$ cat src/verilog/ftw_pkg.sv
// shared constants and carrier types for the track writer and status block
package ftw_pkg;

  // ----------------------------------------------------------------
  // register selects (reg_select_hi, reg_select_lo)
  // ----------------------------------------------------------------
  localparam logic [1:0] REG_STATUS_CMD = 2'h0;
  localparam logic [1:0] REG_TRACK = 2'h1;
  localparam logic [1:0] REG_SECTOR = 2'h2;
  localparam logic [1:0] REG_DATA = 2'h3;

  // ----------------------------------------------------------------
  // command codes (upper nibble) and outgoing byte patterns
  // ----------------------------------------------------------------
  localparam logic [3:0] CMD_WRITE_TRACK = 4'hF;
  localparam logic [3:0] CMD_FORCE_INT = 4'hD;
  localparam logic [7:0] BYTE_CRC = 8'hF7;
  localparam logic [7:0] BYTE_MARK_FIRST = 8'hF8;
  localparam logic [7:0] BYTE_DATA_MARK_LAST = 8'hFB;
  localparam logic [7:0] BYTE_INDEX_MARK = 8'hFC;
  localparam logic [7:0] BYTE_MARK_LAST = 8'hFE;
  localparam logic [7:0] CLK_NORMAL = 8'hFF;
  localparam logic [7:0] CLK_MARK = 8'hC7;
  localparam logic [7:0] CLK_INDEX = 8'hD7;
  localparam logic [7:0] FILL_BYTE = 8'h00;
  localparam logic [15:0] CRC_PRESET = 16'hFFFF;
  localparam logic [15:0] CRC_POLY = 16'h1021;
  localparam logic [1:0] CRC_BYTES = 2'h2;

  // ----------------------------------------------------------------
  // state encodings
  // ----------------------------------------------------------------
  typedef enum logic [2:0] {W_IDLE = 3'b001, W_ARM = 3'b010, W_WRITE = 3'b100} ftw_wstate_t;
  typedef enum logic [2:0] {SM_TYPE1 = 3'b001, SM_TRACK = 3'b010, SM_FROZEN = 3'b100} ftw_smode_t;

  // ----------------------------------------------------------------
  // carriers
  // ----------------------------------------------------------------
  typedef struct packed {
    logic [7:0] clk_mark; // clock pattern sent with the byte
    logic [7:0] data;     // data pattern
  } ftw_word_t;

  typedef struct packed {
    logic not_ready_flag;
    logic protect_or_type_msb_flag;
    logic headload_fault_type_lsb_flag;
    logic seek_or_not_found_flag;
    logic crc_error_flag;
    logic track0_or_lost_flag;
    logic index_or_request_flag;
    logic busy_flag;
  } ftw_status_t;

  typedef struct packed {
    logic cs_n;
    logic re_n;
    logic we_n;
    logic [1:0] sel;
    logic [7:0] dal;
    logic ready;
    logic wp_n;
    logic tr0_n;
    logic idx_n;
    logic settle;
    logic inhibit_n;
    logic fault;
    logic mreset_n;
  } ftw_pins_t;

  // idle level of the pins: strobes and active-low lines released
  localparam ftw_pins_t PINS_IDLE = '{cs_n: 1'b1, re_n: 1'b1, we_n: 1'b1, sel: 2'h0, dal: 8'h00,
    ready: 1'b0, wp_n: 1'b1, tr0_n: 1'b1, idx_n: 1'b1, settle: 1'b0, inhibit_n: 1'b1,
    fault: 1'b0, mreset_n: 1'b1};
  localparam ftw_status_t STATUS_RESET = 8'h00;

endpackage : ftw_pkg

$ cat src/verilog/ftw_track_writer.sv
// track writer, force interrupt and status register of the disk controller
// Functional notes
// - write track: head load and busy first
// - write between first and next index
// - request at once; wait first byte
// - buffer empty at index: abort, lost
// - missing byte is written as zeros
// - special bytes pick their clock patterns
// - mark bytes restart the CRC generator
// - one F7 byte writes two CRC bytes
// - inhibit low refuses, sets protect, interrupts
// - force interrupt on chosen condition
// - no condition: end command, no interrupt
// - new command sets busy, refreshes status
// - force while busy keeps other bits
// - force while idle shows seek status
// - bit 7 is not ready or reset
// - seek status mirrors drive inputs
// - seek and CRC errors read zero
// - no track command when not ready
// - bits 6,5 protect and fault here
// - not-found and CRC bits read zero
// - lost data, request mirror, busy
// - two selects pick the register
`timescale 1ns/1ps
module ftw_track_writer #(
  parameter int DEPTH = 2 // entries of the outgoing byte buffer
) (
  input wire logic ref_clk,
  input wire logic resetn,
  input wire logic cs_n,
  input wire logic re_n,
  input wire logic we_n,
  input wire logic reg_select_lo,
  input wire logic reg_select_hi,
  input wire logic [7:0] dal_in,
  output logic [7:0] dal_out,
  output logic dal_oe,
  output logic irq_out,
  output logic byte_request,
  input wire logic ready_in,
  input wire logic write_protect_in_n,
  input wire logic track_zero_in_n,
  input wire logic index_pulse_in_n,
  input wire logic head_settle_in,
  input wire logic protect_inhibit_in_n,
  input wire logic write_fault_in,
  input wire logic master_reset_in_n,
  output logic head_load_out,
  output logic write_gate_out,
  output logic [7:0] disk_data,
  output logic [7:0] disk_clock_mark,
  output logic disk_valid,
  input wire logic disk_ready,
  output logic other_cmd_valid,
  output logic [7:0] other_cmd_code,
  input wire logic other_cmd_done
);

  // ----------------------------------------------------------------
  // structure checks and local types
  // ----------------------------------------------------------------
  localparam int PW = (DEPTH > 1) ? $clog2(DEPTH) : 1;
  localparam int CW = $clog2(DEPTH + 1);
  generate
    if (DEPTH < 2 || (DEPTH & (DEPTH - 1)) != 0)
    begin : g_bad_depth
      $error("DEPTH must be a power of two, at least 2");
    end
  endgenerate

  typedef struct packed {
    ftw_pkg::ftw_pins_t sy1;        // first synchroniser stage
    ftw_pkg::ftw_pins_t sy2;        // settled pin levels
    ftw_pkg::ftw_pins_t sy3;        // previous settled levels, for edges
    ftw_pkg::ftw_wstate_t wstate;   // track writer sequence
    ftw_pkg::ftw_smode_t smode;     // which status interpretation is live
    ftw_pkg::ftw_status_t status;   // status register
    logic busy;
    logic irq;
    logic head_load;
    logic write_gate;
    logic byte_request;
    logic buf_full;                 // host byte waiting in byte_buffer
    logic [7:0] byte_buffer;
    logic [7:0] track;
    logic [7:0] sector;
    logic [7:0] rd_data;            // registered read data
    logic lost;
    logic protect;
    logic fault;
    logic [2:0] int_cond;           // armed force-interrupt conditions
    logic [15:0] crc;
    logic [1:0] crc_pend;           // CRC bytes still to send
    logic other_valid;
    logic [7:0] other_code;
    ftw_pkg::ftw_word_t [DEPTH-1:0] fifo;
    logic [PW-1:0] wr_ptr;
    logic [PW-1:0] rd_ptr;
    logic [CW-1:0] count;
  } ftw_state_t;

  ftw_state_t s;
  ftw_state_t next_s;

  // comb helpers, also watched by the assertions
  ftw_pkg::ftw_pins_t p;
  ftw_pkg::ftw_pins_t q;
  logic we_take;
  logic rd_done;
  logic idx_edge;
  logic cmd_take;
  logic wt_go;
  logic fi_take;
  logic push;
  logic pop;
  logic [7:0] out_byte;
  ftw_pkg::ftw_word_t push_word;

  // ----------------------------------------------------------------
  // functions
  // ----------------------------------------------------------------
  // one byte through the CCITT generator, msb first
  function automatic logic [15:0] ftw_crc_step(input logic [15:0] c, input logic [7:0] d);
    logic [15:0] r;
    r = c;
    for (int i = 7; i >= 0; i--)
    begin
      if (r[15] ^ d[i])
        r = {r[14:0], 1'b0} ^ ftw_pkg::CRC_POLY;
      else
        r = {r[14:0], 1'b0};
    end
    return r;
  endfunction : ftw_crc_step

  // pattern F8..FE, which restarts the CRC
  function automatic logic ftw_is_mark(input logic [7:0] d);
    return d >= ftw_pkg::BYTE_MARK_FIRST && d <= ftw_pkg::BYTE_MARK_LAST;
  endfunction : ftw_is_mark

  // ----------------------------------------------------------------
  // next state
  // ----------------------------------------------------------------
  always_comb
  begin
    next_s = s;
    p = s.sy2;
    q = s.sy3;
    // every pin goes through two flops before use
    next_s.sy1 = '{cs_n: cs_n, re_n: re_n, we_n: we_n, sel: {reg_select_hi, reg_select_lo},
      dal: dal_in, ready: ready_in, wp_n: write_protect_in_n, tr0_n: track_zero_in_n,
      idx_n: index_pulse_in_n, settle: head_settle_in, inhibit_n: protect_inhibit_in_n,
      fault: write_fault_in, mreset_n: master_reset_in_n};
    next_s.sy2 = s.sy1;
    next_s.sy3 = s.sy2;
    // a write is taken at the trailing edge of we_n, with the values seen while it was low
    we_take = !q.we_n && p.we_n && !q.cs_n;
    rd_done = !q.re_n && p.re_n && !q.cs_n;
    idx_edge = q.idx_n && !p.idx_n;
    cmd_take = we_take && q.sel == ftw_pkg::REG_STATUS_CMD;
    fi_take = cmd_take && q.dal[7:4] == ftw_pkg::CMD_FORCE_INT;
    wt_go = 1'b0;
    push = 1'b0;
    out_byte = ftw_pkg::FILL_BYTE;
    push_word = '{clk_mark: ftw_pkg::CLK_NORMAL, data: ftw_pkg::FILL_BYTE};
    pop = disk_valid && disk_ready;
    next_s.other_valid = 1'b0;
    next_s.rd_data = 8'h00;

    // register reads: data from flops, status read drops the interrupt
    unique case (p.sel)
      ftw_pkg::REG_STATUS_CMD: next_s.rd_data = s.status;
      ftw_pkg::REG_TRACK: next_s.rd_data = s.track;
      ftw_pkg::REG_SECTOR: next_s.rd_data = s.sector;
      ftw_pkg::REG_DATA: next_s.rd_data = s.byte_buffer;
    endcase
    if (rd_done && q.sel == ftw_pkg::REG_STATUS_CMD)
      next_s.irq = 1'b0;

    // plain register writes
    if (we_take && q.sel == ftw_pkg::REG_TRACK)
      next_s.track = q.dal;
    if (we_take && q.sel == ftw_pkg::REG_SECTOR)
      next_s.sector = q.dal;
    if (we_take && q.sel == ftw_pkg::REG_DATA)
    begin
      next_s.byte_buffer = q.dal;
      next_s.buf_full = 1'b1;
    end

    // fault is sticky while the track command runs
    if (s.busy && s.smode == ftw_pkg::SM_TRACK && p.fault)
      next_s.fault = 1'b1;

    // track writer sequence
    unique case (s.wstate)
      ftw_pkg::W_IDLE:
      begin
      end
      ftw_pkg::W_ARM:
      begin
        if (idx_edge && s.buf_full)
        begin
          next_s.wstate = ftw_pkg::W_WRITE;
          next_s.write_gate = 1'b1;
        end
        else if (idx_edge)
        begin
          // nothing to write when the track starts: give up
          next_s.wstate = ftw_pkg::W_IDLE;
          next_s.busy = 1'b0;
          next_s.lost = 1'b1;
          next_s.irq = 1'b1;
          next_s.write_gate = 1'b0;
        end
      end
      ftw_pkg::W_WRITE:
      begin
        if (idx_edge)
        begin
          // second index ends the track; bytes still buffered drain out
          next_s.wstate = ftw_pkg::W_IDLE;
          next_s.busy = 1'b0;
          next_s.irq = 1'b1;
          next_s.write_gate = 1'b0;
        end
        else if (s.count != CW'(DEPTH))
        begin
          push = 1'b1;
          if (s.crc_pend != 2'h0)
          begin
            // second CRC byte, low half
            push_word.data = s.crc[7:0];
            next_s.crc_pend = s.crc_pend - 2'h1;
          end
          else
          begin
            if (s.buf_full)
            begin
              out_byte = s.byte_buffer;
              next_s.buf_full = next_s.buf_full && we_take && q.sel == ftw_pkg::REG_DATA;
            end
            else
              next_s.lost = 1'b1;
            if (out_byte == ftw_pkg::BYTE_CRC)
            begin
              // the F7 itself is never written; it stands for both CRC bytes
              push_word.data = s.crc[15:8];
              next_s.crc_pend = ftw_pkg::CRC_BYTES - 2'h1;
            end
            else if (ftw_is_mark(out_byte))
            begin
              next_s.crc = ftw_crc_step(ftw_pkg::CRC_PRESET, out_byte);
              push_word.data = out_byte;
              if (out_byte <= ftw_pkg::BYTE_DATA_MARK_LAST || out_byte == ftw_pkg::BYTE_MARK_LAST)
                push_word.clk_mark = ftw_pkg::CLK_MARK;
              else if (out_byte == ftw_pkg::BYTE_INDEX_MARK)
                push_word.clk_mark = ftw_pkg::CLK_INDEX;
            end
            else
            begin
              next_s.crc = ftw_crc_step(s.crc, out_byte);
              push_word.data = out_byte;
            end
          end
        end
      end
      default:
      begin
        next_s.wstate = ftw_pkg::W_IDLE;
      end
    endcase

    // armed force-interrupt conditions
    if ((s.int_cond[0] && p.ready && !q.ready) || (s.int_cond[1] && !p.ready && q.ready) ||
        (s.int_cond[2] && idx_edge))
      next_s.irq = 1'b1;

    // work done elsewhere ends busy with an interrupt
    if (other_cmd_done && s.busy && s.smode == ftw_pkg::SM_TYPE1)
    begin
      next_s.busy = 1'b0;
      next_s.irq = 1'b1;
    end

    // command register
    if (fi_take)
    begin
      // accepted in any state; the running command simply stops
      next_s.smode = s.busy ? ftw_pkg::SM_FROZEN : ftw_pkg::SM_TYPE1;
      next_s.busy = 1'b0;
      next_s.wstate = ftw_pkg::W_IDLE;
      next_s.write_gate = 1'b0;
      next_s.crc_pend = 2'h0;
      next_s.int_cond = q.dal[2:0];
      next_s.irq = q.dal[3];
    end
    else if (cmd_take)
    begin
      next_s.irq = 1'b0;
      next_s.int_cond = 3'h0;
      next_s.lost = 1'b0;
      next_s.protect = 1'b0;
      next_s.fault = 1'b0;
      if (q.dal[7:4] == ftw_pkg::CMD_WRITE_TRACK)
      begin
        next_s.smode = ftw_pkg::SM_TRACK;
        if (!p.ready)
          next_s.irq = 1'b1;
        else if (!p.inhibit_n)
        begin
          next_s.protect = 1'b1;
          next_s.irq = 1'b1;
        end
        else
        begin
          wt_go = 1'b1;
          next_s.busy = 1'b1;
          next_s.head_load = 1'b1;
          next_s.buf_full = 1'b0;
          next_s.crc_pend = 2'h0;
          next_s.wstate = ftw_pkg::W_ARM;
        end
      end
      else
      begin
        // seek and sector commands run in other logic
        next_s.smode = ftw_pkg::SM_TYPE1;
        next_s.busy = 1'b1;
        next_s.other_valid = 1'b1;
        next_s.other_code = q.dal;
      end
    end

    // master reset clears command activity
    if (!p.mreset_n)
    begin
      next_s.busy = 1'b0;
      next_s.wstate = ftw_pkg::W_IDLE;
      next_s.write_gate = 1'b0;
      next_s.head_load = 1'b0;
      next_s.smode = ftw_pkg::SM_TYPE1;
      next_s.int_cond = 3'h0;
    end

    // request stands while the track command wants a byte
    next_s.byte_request = next_s.busy && next_s.wstate != ftw_pkg::W_IDLE && !next_s.buf_full;

    // byte buffer toward the serialiser
    if (push)
    begin
      next_s.fifo[s.wr_ptr] = push_word;
      next_s.wr_ptr = s.wr_ptr + PW'(1);
    end
    if (pop)
      next_s.rd_ptr = s.rd_ptr + PW'(1);
    next_s.count = s.count + CW'(push) - CW'(pop);

    // status register, refreshed every cycle; bits 6..1 hold while frozen by force interrupt, bits 7 and 0 never do
    next_s.status.not_ready_flag = !p.ready || !p.mreset_n;
    next_s.status.busy_flag = next_s.busy;
    unique case (next_s.smode)
      ftw_pkg::SM_TYPE1:
      begin
        next_s.status.protect_or_type_msb_flag = !p.wp_n;
        next_s.status.headload_fault_type_lsb_flag = s.head_load && p.settle;
        next_s.status.seek_or_not_found_flag = 1'b0;
        next_s.status.crc_error_flag = 1'b0;
        next_s.status.track0_or_lost_flag = !p.tr0_n;
        next_s.status.index_or_request_flag = !p.idx_n;
      end
      ftw_pkg::SM_TRACK:
      begin
        next_s.status.protect_or_type_msb_flag = next_s.protect;
        next_s.status.headload_fault_type_lsb_flag = next_s.fault;
        next_s.status.seek_or_not_found_flag = 1'b0;
        next_s.status.crc_error_flag = 1'b0;
        next_s.status.track0_or_lost_flag = next_s.lost;
        next_s.status.index_or_request_flag = next_s.byte_request;
      end
      ftw_pkg::SM_FROZEN:
      begin
      end
      default:
      begin
        next_s.smode = ftw_pkg::SM_TYPE1;
      end
    endcase
  end

  // ----------------------------------------------------------------
  // state register
  // ----------------------------------------------------------------
  always_ff @(posedge ref_clk or negedge resetn)
  begin
    if (!resetn)
    begin
      s <= '0;
      s.sy1 <= ftw_pkg::PINS_IDLE;
      s.sy2 <= ftw_pkg::PINS_IDLE;
      s.sy3 <= ftw_pkg::PINS_IDLE;
      s.wstate <= ftw_pkg::W_IDLE;
      s.smode <= ftw_pkg::SM_TYPE1;
      s.status <= ftw_pkg::STATUS_RESET;
    end
    else
      s <= next_s;
  end

  // ----------------------------------------------------------------
  // outputs
  // ----------------------------------------------------------------
  assign dal_out = s.rd_data;
  assign dal_oe = !s.sy2.cs_n && !s.sy2.re_n;
  assign irq_out = s.irq;
  assign byte_request = s.byte_request;
  assign head_load_out = s.head_load;
  assign write_gate_out = s.write_gate;
  assign disk_data = s.fifo[s.rd_ptr].data;
  assign disk_clock_mark = s.fifo[s.rd_ptr].clk_mark;
  assign disk_valid = s.count != CW'(0);
  assign other_cmd_valid = s.other_valid;
  assign other_cmd_code = s.other_code;
endmodule : ftw_track_writer
$ cat config.mk
export PLATFORM = sky130hd
export DESIGN_NAME = ftw_track_writer
export DESIGN_NICKNAME = d
export VERILOG_FILES = /design/src/verilog/ftw_pkg.sv /design/src/verilog/ftw_track_writer.sv
export SDC_FILE = /design/constraint.sdc
export NUM_CORES = 1
export LEC_CHECK = 0
export ABC_AREA = 1
export BUFFER_PORTS_ARGS = -buffer_cell sky130_fd_sc_hd__buf_2
export CORE_AREA = 2 2 116 118
export CTS_BUF_LIST = sky130_fd_sc_hd__clkbuf_8
export DETAILED_ROUTE_END_ITERATION = 10
export DIE_AREA = 0 0 118 120
export PLACE_DENSITY = 0.74
export SLEW_MARGIN = 20
export SYNTH_ARGS = -nofsm -noshare
export SYNTH_HDL_FRONTEND = slang
export SYNTH_SLANG_ARGS = --single-unit
$ cat constraint.sdc
create_clock -name ref_clk -period 3.1 [get_ports ref_clk]
set_input_delay 0.62 -clock ref_clk [delete_from_list [all_inputs] [get_ports ref_clk]]
set_output_delay 0.62 -clock ref_clk [all_outputs]
set_load 0.1 [all_outputs]
Yosys cells after proc, flatten, opt, wreduce, memory -nomap -nowiden. Index checks and enable logic that the tools add are counted.

Logic and storage cells: 394. Flip-flop bits (word level): 177. Input bits: 25. Output and inout bits: 39.

Add/subtract/negate cells: 5. Magnitude comparators: 6. Reduce and logical (&&, ||, !) cells: 55. Multiplexer cells: 198. Equal/unequal tests: 28. Bitwise logic cells: 35.

Operator list (number): $mux 16 (91); $mux 13 (16); $mux 8 (10); $not 3->3 (15); $mux 1 (36); $mux 6 (6); $mux 3 (11); $bwmux 32 (1); $mux 2 (16); $pmux 8 s4 (1); $logic_and 1x1->1 (30); $mux 9 (3); $eq 8x8->1 const B (3); $demux 16 s1 (1); $le 8x8->1 const B (2); $xor 1x1->1 (15); $logic_not 1->1 (12); $pmux 6 s2 (1); $mux 11 (1); $reduce_and 5->1 (2); $eq 3x1->1 const B (3); $eq 3x2->1 const B (3); $pmux 3 s3 (1); $eq 2x2->1 const B (4); 22 further kinds (43).

Logic depth before layout (Yosys ltp).
Depth after elaboration: 64. Gate-level depth with buffers: 12. Gate-level depth less buffers: 12.

Worst setup path before layout. Ideal clock, no wire load.

Path kind: register to output. Start: register s[2] (netlist name). End: output port disk_clock_mark[1]. Cell stages (with the launch flop): 3. Data arrival time: 3329 ps. Required time: 2480 ps. Path buffers: 1. Slack: -849 ps. Path through: dfrtp_1 > o21ai_0 > buf_4.

Longest elaborated chain between the ends: 2.

Ends and longest elaborated chain: from (decl) (RTL line ftw_track_writer.sv:103) `ftw_state_t s;`; from (signal assigned) (RTL line ftw_track_writer.sv:408) `s <= next_s;`; $mux 16 (implied by the code) (2 in a row) (RTL line ftw_track_writer.sv:421) `assign disk_clock_mark = s.fifo[s.rd_ptr].clk_mark;`; to (decl) (RTL line ftw_track_writer.sv:52) `output logic [7:0] disk_clock_mark,`.

No other way between the ends. The select of a mux whose other input is x is not followed.

Final worst setup path.
Start: register s[2] (netlist name). End: output port disk_data[2].

Longest elaborated chain between the ends: 2.

Ends and longest elaborated chain: $mux 16 (2 in a row); to (decl) (RTL line ftw_track_writer.sv:51) `output logic [7:0] disk_data,`.

No other way between the ends. The select of a mux whose other input is x is not followed.

==> reports/metrics.cfg <==
[clocking]
cts-buffers-inserted=17
cts_tree=built
bufs_on_longest_clock_path=2
clk_pin_slew_ns=0.08
cts-hold-fix-buffers=0
cts.repair_timing.setup_buffer_count=0
post_cts_resize_count=0
clock_sink_count=165
cts_root_buffer=sky130_fd_sc_hd__clkbuf_8
clk_latency_ns=0.47
clock_tree.htree_level_count=4

[worst_setup_path]
start_kind=flip-flop
worst-setup-path-type=flip-flop to output port
timing.critical_path.mode_cell=sky130_fd_sc_hd__nand2_1
worst-r2r-cell-count=7
source_of_the_worst_register_to_register_timing_path=s[101]
critical-path-max-stage-delay_ns=0.63
worst_ep_required_time_ns=2.48
critical_path.endpoint_type=output port
setup.reg_to_reg.worst_slack_ns=0.98
crit_arrival_ns=1.96
worst_r2r_endpoint=s[17]
path_cells=clkinv_1 -> nand2_1 -> nand2_1 -> buf_2
critical_path_peak_fanout=15
slowest_stage=sky130_fd_sc_hd__dfrtp_1

[placed_design]
gp_congestion=0.961
port_buffers=63
place_hpwl_mm=10.5
pre_cts_ws_ns=0.987

[synth]
post-synth-top-area-cell=sky130_fd_sc_hd__dfrtp_1
synth_edf_count=0
yosys.cell_types.count=43
synth_area_per_cell_um2=9.37
mappedNetlistNets=777
asyncSetResetFlopFracSynth_pct=100
synth_top_cells_by_area=sky130_fd_sc_hd__dfrtp_1 (51%), sky130_fd_sc_hd__nand2_1 (12%), sky130_fd_sc_hd__dfstp_2 (8.2%), sky130_fd_sc_hd__inv_1 (3.6%), sky130_fd_sc_hd__o21ai_0 (3.4%)
netlist_area_um2=7030
synth_most_common_cell=sky130_fd_sc_hd__nand2_1
synth.ff_latch_count=165
netlist.area_leader.share_pct=50.9
synth-seq-area-share_pct=59.1
syn-instance-count=750
yosysWarnings=0
dominantRegCellSynth=sky130_fd_sc_hd__dfrtp_1
netlist_top_cells_count=sky130_fd_sc_hd__nand2_1 (219), sky130_fd_sc_hd__dfrtp_1 (143), sky130_fd_sc_hd__inv_1 (67), sky130_fd_sc_hd__o21ai_0 (48), sky130_fd_sc_hd__nor2_1 (46)

[min_path]
hp-class=input pin to async pin

[sta]
time_the_worst_path_needs_with_i_o_delays_and_setup_ns=2.58
tightestPinTransition_ns=0.763
setup-tns-final_ns=0
max_slew_violation_total_from_the_final_report=0
slew-limit-headroom_pct=49.1
grt_setup_unrepaired=no
layout_setup_ws_ns=0.523
timing.final.setup_violations=0
final.period_utilization_pct=83.1
clock-skew-final_ns=0.0159
clock.fmax_ghz=0.388
finalHoldViolations=0

[global_route]
grt_first_pass_wirelength_mm=24.4
maximum_number_of_pins_on_one_net_before_global_route_repair=85
grt.overflow.total=0
grt_util_all_layers_pct=22.1
via_count_of_the_first_global_routing_pass=4963
grt_antenna_before_repair=0

[layout]
final_net_count=828
finish.utilization_pct=59.7
ant_diodes=0
synthToLayoutAreaGrowth_pct=10.3
layout.filler_cells=1128
post_route_cells_drive_above_1_share_pct=19.5

[floorplanning]
core_area_um2=13000
boundaryPins=64
site_rows=42
fp.dieW_um=118
start_util_pct=54.2
die_h_um=120
fp.dieArea_um2=14200

[run_status]
outcome=finished clean

[detailed_routing]
drt_drc_violations_left=0
drtAntennaViolNets=0
vias_per_cell=5.24
pre_repair_dr_iteration_count=5
total_via_count_in_the_routed_design=5187
wl_per_cell_um=14.7
initialDrtViolationCount=497
totalWireLength_mm=14.6

[flow_run]
drv.max_cap_violation_count=0

[power_and_ir_drop]
pwrdens_nw_per_um2=639
max-vdd-ir-drop_v=0.000496
power.static_leakage_uw=0.00395

[per-stage QoR]
| step | total power [µW] | cells | hold slack [ns] | cell area (µm²) |
|---|---|---|---|---|
| floorplan | 3340 | 750 | 0.324 | 7030 |
| global placement | 3510 | 958 | 0.332 | 7380 |
| detailed placement | 3540 | 958 | 0.335 | 7380 |
| CTS | 4990 | 990 | 0.204 | 7750 |
| global route | 5190 | 990 | 0.205 | 7750 |
| finish | 4960 | 990 | 0.204 | 7750 |
[critical path, delay by kind of cell, from the launching register on]
family | cells | cell delay (ns)
buf+inv | 2 | 0.67
flops | 1 | 0.63
simple gates | 2 | 0.20
[cell usage in the layout, fill, tap and decap left out, types with 2 or more instances in the layout]
cell type / synthesis / layout
sky130_fd_sc_hd__nand4_1: 8 / 8
sky130_fd_sc_hd__dfstp_2: 22 / 22
sky130_fd_sc_hd__o22ai_1: 2 / 2
sky130_fd_sc_hd__o21ai_1: 22 / 25
sky130_fd_sc_hd__nor2_4: 3 / 3
sky130_fd_sc_hd__nor3_2: 3 / 3
sky130_fd_sc_hd__clkinvlp_4: 0 / 2
sky130_fd_sc_hd__ha_1: 2 / 2
sky130_fd_sc_hd__dfrtp_1: 143 / 143
sky130_fd_sc_hd__nand2_1: 219 / 219
sky130_fd_sc_hd__xor2_1: 10 / 10
sky130_fd_sc_hd__or2_2: 2 / 2
sky130_fd_sc_hd__a21oi_1: 9 / 9
sky130_fd_sc_hd__o2111ai_1: 5 / 5
sky130_fd_sc_hd__clkbuf_8: 0 / 17
sky130_fd_sc_hd__inv_6: 0 / 6
sky130_fd_sc_hd__nor3_1: 3 / 3
sky130_fd_sc_hd__a31oi_1: 7 / 7
sky130_fd_sc_hd__nor2_2: 6 / 6
sky130_fd_sc_hd__nor2_1: 46 / 46
sky130_fd_sc_hd__inv_1: 67 / 68
sky130_fd_sc_hd__xnor2_1: 8 / 8
sky130_fd_sc_hd__o31ai_1: 4 / 4
sky130_fd_sc_hd__nand2_2: 10 / 10
sky130_fd_sc_hd__nand3_1: 40 / 40
sky130_fd_sc_hd__clkinv_1: 2 / 2
sky130_fd_sc_hd__o211ai_1: 3 / 3
sky130_fd_sc_hd__buf_12: 0 / 2
sky130_fd_sc_hd__inv_2: 6 / 6
sky130_fd_sc_hd__xor2_2: 3 / 3
sky130_fd_sc_hd__nand3_2: 2 / 2
sky130_fd_sc_hd__inv_8: 0 / 5
sky130_fd_sc_hd__o21ai_0: 48 / 45
sky130_fd_sc_hd__buf_2: 5 / 62
[cells by family after synthesis]
| group | Yosys count | share of synthesized area (%) |
|---|---|---|
| and+or+nand+nor | 347 | 21.4 |
| DFF | 165 | 59.1 |
| buffers and inverters | 110 | 7.44 |
| AOI/OAI and AO/OA | 103 | 8.12 |
| xor gates and xnor gates | 23 | 3.56 |
| adders and majority gates | 2 | 0.356 |
[cell type report]
| cell class | instances | area [µm²] | area share, % |
|---|---|---|---|
| Inverter | 76 | 288 | 3.71 |
| Sequential cell | 165 | 4160 | 53.6 |
| Tap cell | 176 | 220 | 2.84 |
| Timing Repair Buffer | 66 | 369 | 4.76 |
| Clock buffer | 17 | 234 | 3.02 |
| Clock inverter | 15 | 133 | 1.71 |
| Multi-Input combinational cell | 475 | 2350 | 30.3 |
[layer usage]
metal,vias up,global-route usage (%),wire [µm]
li1,2479,-,-
met1,2500,29.2,6460
met2,172,34.4,6820
met3,36,5.47,871
met4,0,10.8,422
met5,-,0,0
[state kept, by name (all words and copies together) (netlist names)]
register         flops
s                   87
next_s              42
q                   15
dal_out              8
other_cmd_code       8
byte_request         1
head_load_out        1
irq_out              1
other_cmd_valid      1
write_gate_out       1
[worst max-delay path by stage]
stage | end | start
floorplan | disk_clock_mark[1] | s[2]
global placement | disk_data[0] | s[2]
detailed placement | s[7] | next_s[125]
CTS | disk_data[4] | s[2]
global route | disk_data[3] | s[2]
finish | disk_data[2] | s[2]
[power breakdown]
part / total, µW / internal (µW) / switching [µW]
sequential: 2480 / 2330 / 149
combinational: 1020 / 242 / 778
clock: 1450 / 590 / 864
total: 4960 / 3160 / 1790
(Power assumes the default switching activity.)
